--- src/power_sleep_pkg.sv ---
// constants and types shared by the power/sleep gating controller
// assumes one 25 MHz clock and no software bus; requests arrive on plain ports
package power_sleep_pkg;
    localparam int INST0_COUNT = 16;
    localparam int INST1_COUNT = 32;
    localparam int INDEX_W = 5;
    localparam int CODE_W = 3;

    // request codes on the command port
    localparam logic [CODE_W-1:0] CODE_RESET_HELD_CLOCK_OFF = 3'h0;
    localparam logic [CODE_W-1:0] CODE_RESET_HELD_CLOCK_ON = 3'h1;
    localparam logic [CODE_W-1:0] CODE_DISABLE = 3'h2;
    localparam logic [CODE_W-1:0] CODE_ENABLE = 3'h3;
    localparam logic [CODE_W-1:0] CODE_AUTO_SLEEP = 3'h4;
    localparam logic [CODE_W-1:0] CODE_AUTO_WAKE = 3'h5;

    // per-instance controller tables, bit n belongs to local controller n
    localparam logic [15:0] INST0_USED = 16'hfeff;
    localparam logic [15:0] INST0_AUTO_ONLY = 16'h1c80;
    localparam logic [15:0] INST0_DEFAULT_ENABLE = 16'h9cc0;
    localparam logic [31:0] INST1_USED = 32'hff3f_ffff;
    localparam logic [31:0] INST1_AUTO_ONLY = 32'h7f00_0000;
    localparam logic [31:0] INST1_DEFAULT_ENABLE = 32'hff00_0000;

    // controller that sits in each instance's pseudo domain
    localparam int INST0_PSEUDO_INDEX = 15;
    localparam int INST1_PSEUDO_INDEX = 31;

    // controller numbers in instance 0 whose processors have a local reset
    localparam int CPU_HOST_INDEX = 14;
    localparam int CPU_DSP_INDEX = 15;

    localparam logic [1:0] SYNC_RESET_VALUE = 2'h0;

    typedef enum logic [2:0] {
        ST_RESET_HELD_CLOCK_OFF,
        ST_RESET_HELD_CLOCK_ON,
        ST_DISABLE,
        ST_ENABLE,
        ST_AUTO_SLEEP,
        ST_AUTO_WAKE
    } mod_state_e;

    function automatic mod_state_e code_to_state(input logic [CODE_W-1:0] code);
        mod_state_e s;
        s = ST_RESET_HELD_CLOCK_OFF;
        case (code)
            CODE_RESET_HELD_CLOCK_ON: s = ST_RESET_HELD_CLOCK_ON;
            CODE_DISABLE: s = ST_DISABLE;
            CODE_ENABLE: s = ST_ENABLE;
            CODE_AUTO_SLEEP: s = ST_AUTO_SLEEP;
            CODE_AUTO_WAKE: s = ST_AUTO_WAKE;
            default: s = ST_RESET_HELD_CLOCK_OFF;
        endcase
        return s;
    endfunction
endpackage

--- src/local_ctrl_if.sv ---
// signals between the global part and one local module controller
// assumes both ends run on the same clock
`timescale 1ns/1ps
`default_nettype none
interface local_ctrl_if;
    logic setNext;
    logic [2:0] nextCode;
    logic go;
    logic access;
    logic emuClkOn;
    logic emuRst;
    logic clkEn;
    logic rstN;
    logic isEnabled;

    modport global_side (
        output setNext,
        output nextCode,
        output go,
        output access,
        output emuClkOn,
        output emuRst,
        input clkEn,
        input rstN,
        input isEnabled
    );
    modport local_side (
        input setNext,
        input nextCode,
        input go,
        input access,
        input emuClkOn,
        input emuRst,
        output clkEn,
        output rstN,
        output isEnabled
    );
endinterface
`default_nettype wire

--- src/local_module_ctrl.sv ---
// one local module controller: state, pending next state, clock enable and reset
// assumes reset already synchronised by the top module
`timescale 1ns/1ps
`default_nettype none
module local_module_ctrl #(
    parameter bit DEFAULT_ENABLE = 1'b0,
    parameter bit AUTO_ONLY = 1'b0
) (
    input wire logic clk,
    input wire logic rst_n,
    local_ctrl_if.local_side lc
);
    import power_sleep_pkg::*;

    typedef struct packed {
        mod_state_e state;
        mod_state_e next;
        logic clkEn;
        logic rstN;
    } local_s;

    localparam mod_state_e DEFAULT_STATE =
        DEFAULT_ENABLE ? ST_ENABLE : ST_RESET_HELD_CLOCK_OFF;
    localparam local_s RESET_VALUE = '{DEFAULT_STATE, DEFAULT_STATE,
        DEFAULT_ENABLE, DEFAULT_ENABLE};

    local_s st_reg;
    local_s st_next;

    always_comb
    begin
        st_next = st_reg;
        if (lc.setNext)
        begin
            st_next.next = code_to_state(lc.nextCode);
            if (AUTO_ONLY && lc.nextCode != CODE_ENABLE && lc.nextCode != CODE_AUTO_SLEEP
                && lc.nextCode != CODE_AUTO_WAKE)
            begin
                st_next.next = ST_ENABLE;
            end
        end
        if (lc.go)
        begin
            st_next.state = st_next.next;
        end
        else if (st_reg.state == ST_AUTO_WAKE && lc.access)
        begin
            // first access wakes it for good
            st_next.state = ST_ENABLE;
            st_next.next = ST_ENABLE;
        end
        case (st_next.state)
            ST_ENABLE:
            begin
                st_next.clkEn = 1'b1;
                st_next.rstN = 1'b1;
            end
            ST_DISABLE:
            begin
                st_next.clkEn = 1'b0;
                st_next.rstN = 1'b1;
            end
            ST_RESET_HELD_CLOCK_ON:
            begin
                st_next.clkEn = 1'b1;
                st_next.rstN = 1'b0;
            end
            ST_AUTO_SLEEP, ST_AUTO_WAKE:
            begin
                st_next.clkEn = lc.access;
                st_next.rstN = 1'b1;
            end
            default:
            begin
                st_next.clkEn = 1'b0;
                st_next.rstN = 1'b0;
            end
        endcase
        // debug emulation overrides win over the programmed state
        if (lc.emuClkOn)
        begin
            st_next.clkEn = 1'b1;
        end
        if (lc.emuRst)
        begin
            st_next.rstN = 1'b0;
        end
    end

    always_ff @(posedge clk or negedge rst_n)
    begin
        if (!rst_n)
        begin
            st_reg <= RESET_VALUE;
        end
        else
        begin
            st_reg <= st_next;
        end
    end

    assign lc.clkEn = st_reg.clkEn;
    assign lc.rstN = st_reg.rstN;
    assign lc.isEnabled = (st_reg.state == ST_ENABLE);
endmodule
`default_nettype wire

--- src/power_sleep_ctrl.sv ---
// two module-level power, clock and reset gating controllers
// assumes synchronous request inputs; command and go are one-cycle strobes
//
// How it works
// - two instances, each always-on plus pseudo domain
// - local controller holds state machine per module
// - one local controller drives clock and reset
// - all domains on at power-up, never removable
// - power-on sequencing runs with no software
// - ports switch clocks, resets, processor local reset
// - ram sleep for signal processor and shared
// - debug emulation forces clock on or reset
// - instance 0 defaults: reset held or enabled
// - instance 0 ctrl 7 auto only, 8 unused
// - instance 0 ctrls 10-12 enabled, auto only
// - instance 0 ctrl 15 pseudo domain, enabled
// - instance 1 ctrls 0-21 held, 22-23 unused
// - modules without controller keep clock off, reset released
// - enabled runs, disabled stops clock, reset released
// - reset held clock on keeps clock running
// - auto-only modules turn other requests into enable
// - always-on domain refuses to turn off
`timescale 1ns/1ps
`default_nettype none
module power_sleep_ctrl (
    input wire logic clk,
    input wire logic arst_n,
    input wire logic cmdValid,
    input wire logic cmdInst,
    input wire logic [power_sleep_pkg::INDEX_W-1:0] cmdIndex,
    input wire logic [power_sleep_pkg::CODE_W-1:0] cmdState,
    input wire logic [1:0] goReq,
    input wire logic [power_sleep_pkg::INST0_COUNT-1:0] access0,
    input wire logic [power_sleep_pkg::INST1_COUNT-1:0] access1,
    input wire logic [power_sleep_pkg::INST0_COUNT-1:0] emuClkOn0,
    input wire logic [power_sleep_pkg::INST0_COUNT-1:0] emuRst0,
    input wire logic [power_sleep_pkg::INST1_COUNT-1:0] emuClkOn1,
    input wire logic [power_sleep_pkg::INST1_COUNT-1:0] emuRst1,
    input wire logic [1:0] cpuLocalRstReq,
    input wire logic [1:0] ramSleepReq,
    input wire logic [1:0] alwaysOnOffReq,
    output logic [power_sleep_pkg::INST0_COUNT-1:0] modClkEn0,
    output logic [power_sleep_pkg::INST0_COUNT-1:0] modRst0_n,
    output logic [power_sleep_pkg::INST1_COUNT-1:0] modClkEn1,
    output logic [power_sleep_pkg::INST1_COUNT-1:0] modRst1_n,
    output logic [1:0] cpuLocalRst_n,
    output logic [1:0] ramSleep,
    output logic [1:0] alwaysOnPower,
    output logic [1:0] pseudoPower,
    output logic [1:0] offRejected
);
    import power_sleep_pkg::*;

    typedef struct packed {
        logic [1:0] sync;
        logic [1:0] cpuRstN;
        logic [1:0] ramSleep;
        logic [1:0] offRejected;
    } top_s;

    top_s st_reg;
    top_s st_next;
    top_s sy_reg;
    logic rst_n;
    logic [INST0_COUNT-1:0] enabled0;
    logic [INST1_COUNT-1:0] enabled1;

    // reset release through two flops; only the second is used
    always_ff @(posedge clk or negedge arst_n)
    begin
        if (!arst_n)
        begin
            sy_reg <= '0;
        end
        else
        begin
            sy_reg <= '{ {sy_reg.sync[0], 1'b1}, 2'h0, 2'h0, 2'h0 };
        end
    end
    assign rst_n = sy_reg.sync[1];

    // instance 0 local controllers
    for (genvar i = 0; i < INST0_COUNT; i++)
    begin : g_inst0
        if (INST0_USED[i])
        begin : g_used
            local_ctrl_if lc ();
            assign lc.setNext = cmdValid && !cmdInst
                && cmdIndex == INDEX_W'(i);
            assign lc.nextCode = cmdState;
            assign lc.go = goReq[0];
            assign lc.access = access0[i];
            assign lc.emuClkOn = emuClkOn0[i];
            assign lc.emuRst = emuRst0[i];
            local_module_ctrl #(
                .DEFAULT_ENABLE(INST0_DEFAULT_ENABLE[i]),
                .AUTO_ONLY(INST0_AUTO_ONLY[i])
            ) u_ctrl (
                .clk(clk),
                .rst_n(rst_n),
                .lc(lc.local_side)
            );
            assign modClkEn0[i] = lc.clkEn;
            assign modRst0_n[i] = lc.rstN;
            assign enabled0[i] = lc.isEnabled;
        end
        else
        begin : g_unused
            // unused slot: nothing hangs off it
            assign modClkEn0[i] = 1'b0;
            assign modRst0_n[i] = 1'b1;
            assign enabled0[i] = 1'b0;
        end
    end

    // instance 1 local controllers; ctrl 8 relies on software forcing its moves
    for (genvar i = 0; i < INST1_COUNT; i++)
    begin : g_inst1
        if (INST1_USED[i])
        begin : g_used
            local_ctrl_if lc ();
            assign lc.setNext = cmdValid && cmdInst
                && cmdIndex == INDEX_W'(i);
            assign lc.nextCode = cmdState;
            assign lc.go = goReq[1];
            assign lc.access = access1[i];
            assign lc.emuClkOn = emuClkOn1[i];
            assign lc.emuRst = emuRst1[i];
            local_module_ctrl #(
                .DEFAULT_ENABLE(INST1_DEFAULT_ENABLE[i]),
                .AUTO_ONLY(INST1_AUTO_ONLY[i])
            ) u_ctrl (
                .clk(clk),
                .rst_n(rst_n),
                .lc(lc.local_side)
            );
            assign modClkEn1[i] = lc.clkEn;
            assign modRst1_n[i] = lc.rstN;
            assign enabled1[i] = lc.isEnabled;
        end
        else
        begin : g_unused
            assign modClkEn1[i] = 1'b0;
            assign modRst1_n[i] = 1'b1;
            assign enabled1[i] = 1'b0;
        end
    end

    always_comb
    begin
        st_next = st_reg;
        st_next.sync = SYNC_RESET_VALUE;
        // processor local reset is separate from the module reset
        st_next.cpuRstN = ~cpuLocalRstReq;
        // ram only sleeps while the owning pseudo-domain module is not enabled
        st_next.ramSleep[0] = ramSleepReq[0] && !enabled0[INST0_PSEUDO_INDEX];
        st_next.ramSleep[1] = ramSleepReq[1] && !enabled1[INST1_PSEUDO_INDEX];
        st_next.offRejected = alwaysOnOffReq;
    end

    always_ff @(posedge clk or negedge rst_n)
    begin
        if (!rst_n)
        begin
            st_reg <= '{2'h0, 2'h3, 2'h0, 2'h0};
        end
        else
        begin
            st_reg <= st_next;
        end
    end

    assign cpuLocalRst_n = st_reg.cpuRstN;
    assign ramSleep = st_reg.ramSleep;
    assign offRejected = st_reg.offRejected;
    // power never removed from either domain; no port can lower these
    assign alwaysOnPower = 2'h3;
    assign pseudoPower = 2'h3;
endmodule
`default_nettype wire

--- config.mk ---
export PLATFORM = sky130hd
export DESIGN_NAME = power_sleep_ctrl
export DESIGN_NICKNAME = d
export VERILOG_FILES = /design/src/power_sleep_pkg.sv /design/src/local_ctrl_if.sv /design/src/local_module_ctrl.sv /design/src/power_sleep_ctrl.sv
export SDC_FILE = /design/constraint.sdc
export NUM_CORES = 1
export LEC_CHECK = 0
export ABC_CLOCK_PERIOD_IN_PS = 20800
export BUFFER_PORTS_ARGS = -buffer_cell sky130_fd_sc_hd__buf_2
export CELL_PAD_IN_SITES_DETAIL_PLACEMENT = 0
export CELL_PAD_IN_SITES_GLOBAL_PLACEMENT = 1
export CORE_ASPECT_RATIO = 1.2
export CORE_MARGIN = 8
export CORE_UTILIZATION = 48
export CTS_CLUSTER_SIZE = 16
export DETAILED_ROUTE_END_ITERATION = 10
export GPL_TIMING_DRIVEN = 0
export HOLD_SLACK_MARGIN = 0.12
export PLACE_DENSITY = 0.82
export SYNTH_ARGS = -nofsm -noshare
export SYNTH_HDL_FRONTEND = slang
export SYNTH_SLANG_ARGS = --single-unit
export TNS_END_PERCENT = 100
--- constraint.sdc ---
create_clock -name clk -period 20.8 [get_ports clk]
set_clock_uncertainty 0.2 [all_clocks]
set_input_delay 4.16 -clock clk [delete_from_list [all_inputs] [get_ports clk]]
set_output_delay 4.16 -clock clk [all_outputs]
set_load 0.1 [all_outputs]
==> metrics <==
status complete, no violations; final net count 2337; commonest non-fill, non-tap cells in the layout 294 x nand2_1, 285 x buf_2, 281 x dfrtp_1; port bufs 249; grt total ovfl 0; Ys Warns 0; CP Class in2reg; HPWL Detailed 42370 um; worst hold slack 112.0 ps; worst hold path type reg2async; startpoint types input pin; postcts setup bufs 0; max capacitance violation total 0; I/O pin cnt 270; Async SR Flop Fraction 100.0%; Final period util 32.08%; setup repair after global routing missed its margin no; final wirelength 57460 um; Netlist cell types 64; Worst EP required 21070 ps; CTS Hold Bufs 0; Slew @ Worst Pin 1002 ps; Core ar. 37870 um^2; leak pwr 9.844 nW; register area share after synthesis 50.54%; initial core utilization 48.68%; R2R Path Start g_inst1[28].g_used.u_ctrl.st_reg[5]$_DFF_PN1_; Root Buffer clkbuf_16; syn_area_per_cell 9.911 um^2; area growth from synthesis to layout 18.05%; Resize count post-CTS 0; post-synthesis xor/xnor area fraction 2.043%; Die H 230.7 um; Power Density 101.6 nW/um^2; gpl congestion 0.8857; min Tclk post-route 6672 ps; max-slew violations 0; DRT antenna net count 0; design area 21760 um^2; peak supply drop 0.00008014 V; share of layout cells above drive strength 1 28.38%; Post-DP Area 20480 um^2; DR pass1 iterations 6; Crit Path Max Fanout 10; Synth Instances 1860; GRT Overall Usage 25.06%; initial antenna violation count 6; main combinational cell family by area after synthesis simple AND/OR/NAND/NOR gates; first-pass GRT wire length 89640 um; total CTS buffers 40; Post-Synth Simple-Gate Area 19.02%; crit path DAT 6950 ps; Vias 15457; number of remaining DRC errors 0; CTS H-Tree Depth 2; Total Die Area 44960 um^2; Wirelength per Cell 21.47 um; critical path launch point cmdState[1]; most common cell after layout, fill and taps aside nand2_1; Via density 5.776; slew margin rel. 33.20%; CTS tree yes; clk slew on worst S/H paths 60 ps; pin count of the biggest net entering global routing 70; Hold Fails Final Rpt 0; Compound-Gate Fraction of Synth Area 17.89%; CTS Sinks 368; fraction of synthesized area in multiplexers 2.172%; Fmax 0.1499 GHz; final setup fails 0; Clock Tree Buf Depth 3; Chip Width 194.9 um; EDFF count, synth 0; Starting DRT DRC Count 1366; Cell Area, Synth 18430 um^2; # rows 78; Setup crit end kind register; Clock Latency Late Sink 550 ps; synthesized-area fraction occupied by adder cells 0.4751%; number of global-route vias before repair 15964; Largest register FFs 180; FF+latch count, synth 368; Top FF cell, synth dfrtp_1; Final TNS setup 0 ps
-- logic make-up (layout without fill, tap and decap cells) --
family,Yosys count,in the layout
and+or+nand+nor,724,724
xor gates and xnor gates,43,43
muxes,40,40
buffers and inverters,264,590
DFF,368,368
AOI/OAI and AO/OA,412,412
adders and majority gates,7,7
other,2,12
-- per-stage QoR --
step                total power, mW  setup slack, ps  cells  utilization, %
global route                  2.302            13960   2676           57.47
CTS                           2.224            14180   2675           57.46
finish                        2.210            14130   2676           57.47
detailed placement            1.510            13590   2604           54.07
floorplan                     1.377             9734   1869               -
global placement              1.495             5117   2598           53.65
-- Yosys cell counts (all sizes together) (5+ instances only) --
cell type,instances,area (um^2)
a211o,31,271.5
a211oi,89,763.2
a21boi,45,337.8
a21oi,53,265.3
a221o,5,50.05
a311o,7,70.07
a311oi,44,385.4
and3,15,93.84
and4bb,6,75.07
buf,156,1036
clkbuf,49,183.9
dfrtp,282,7057
dfstp,86,2260
ha,7,87.58
inv,59,221.5
mux2i,40,400.4
nand2,294,1104
nand2b,32,200.2
nand3,97,485.5
nand4bb,6,83.83
nor2,193,754.5
nor2b,11,68.82
nor3,17,155.1
o211ai,51,382.9
o21ai,26,130.1
o221ai,49,541.8
or3,24,150.1
xnor2,43,376.6
-- power breakdown --
part / switching (mW) / internal (mW) / total, mW
registers: 0.0556 / 0.854 / 0.910
clock network: 0.299 / 0.413 / 0.712
logic: 0.418 / 0.170 / 0.588
total: 0.773 / 1.44 / 2.21
-- layer usage --
layer  GRT usage [%]  vias to the layer above  share of wire [%]
li1                -                     7109                  -
met1           31.34                     7600                 41
met2           42.15                      593                 49
met3           5.021                      145                7.0
met4           10.22                       10                3.8
met5               0                        -              0.099
-- path summary, 6_finish.rpt --
kind | slack [ps] | endpoint | cells after the start
worst max-delay path | 14130 | g_inst1[28].g_used.u_ctrl.lc.clkEn$_DFF_PN1_ | 12
worst min-delay path | 110 | offRejected[1]$_DFF_PN0_ | 0
worst max register to register | 18630 | g_inst1[28].g_used.u_ctrl.lc.clkEn$_DFF_PN1_ | 7
worst min register to register | 110 | offRejected[1]$_DFF_PN0_ | 0
max in group asynchronous | 17090 | rst_n$_DFF_PN0_ | 1
min in group clk | 150 | rst_n$_DFF_PN0_ | 0
-- cell type report --
| type | count | area (um^2) |
|---|---|---|
| Fill cell | 3429 | 16100 |
| Sequential cell | 368 | 9320 |
| Multi-Input combinational cell | 1237 | 7710 |
| Timing Repair Buffer | 255 | 1404 |
| Buffer | 205 | 1220 |
| Clock buffer | 59 | 1165 |
| Tap cell | 480 | 600.6 |
| Inverter | 59 | 221.5 |
| Clock inverter | 12 | 118.9 |
| Antenna cell | 1 | 2.502 |
-- worst max-delay path, stage by stage --
cell and delay [ps]:
buf_2 140, inv_1 80, ha_1 250, nand2_1 120
buf_2 350, buf_1 650, nor3_1 100, a311oi_1 410
inv_1 130, ha_1 230, nor3_1 210, o21bai_1 100
Note: power is estimated with default switching activity, not from simulation.
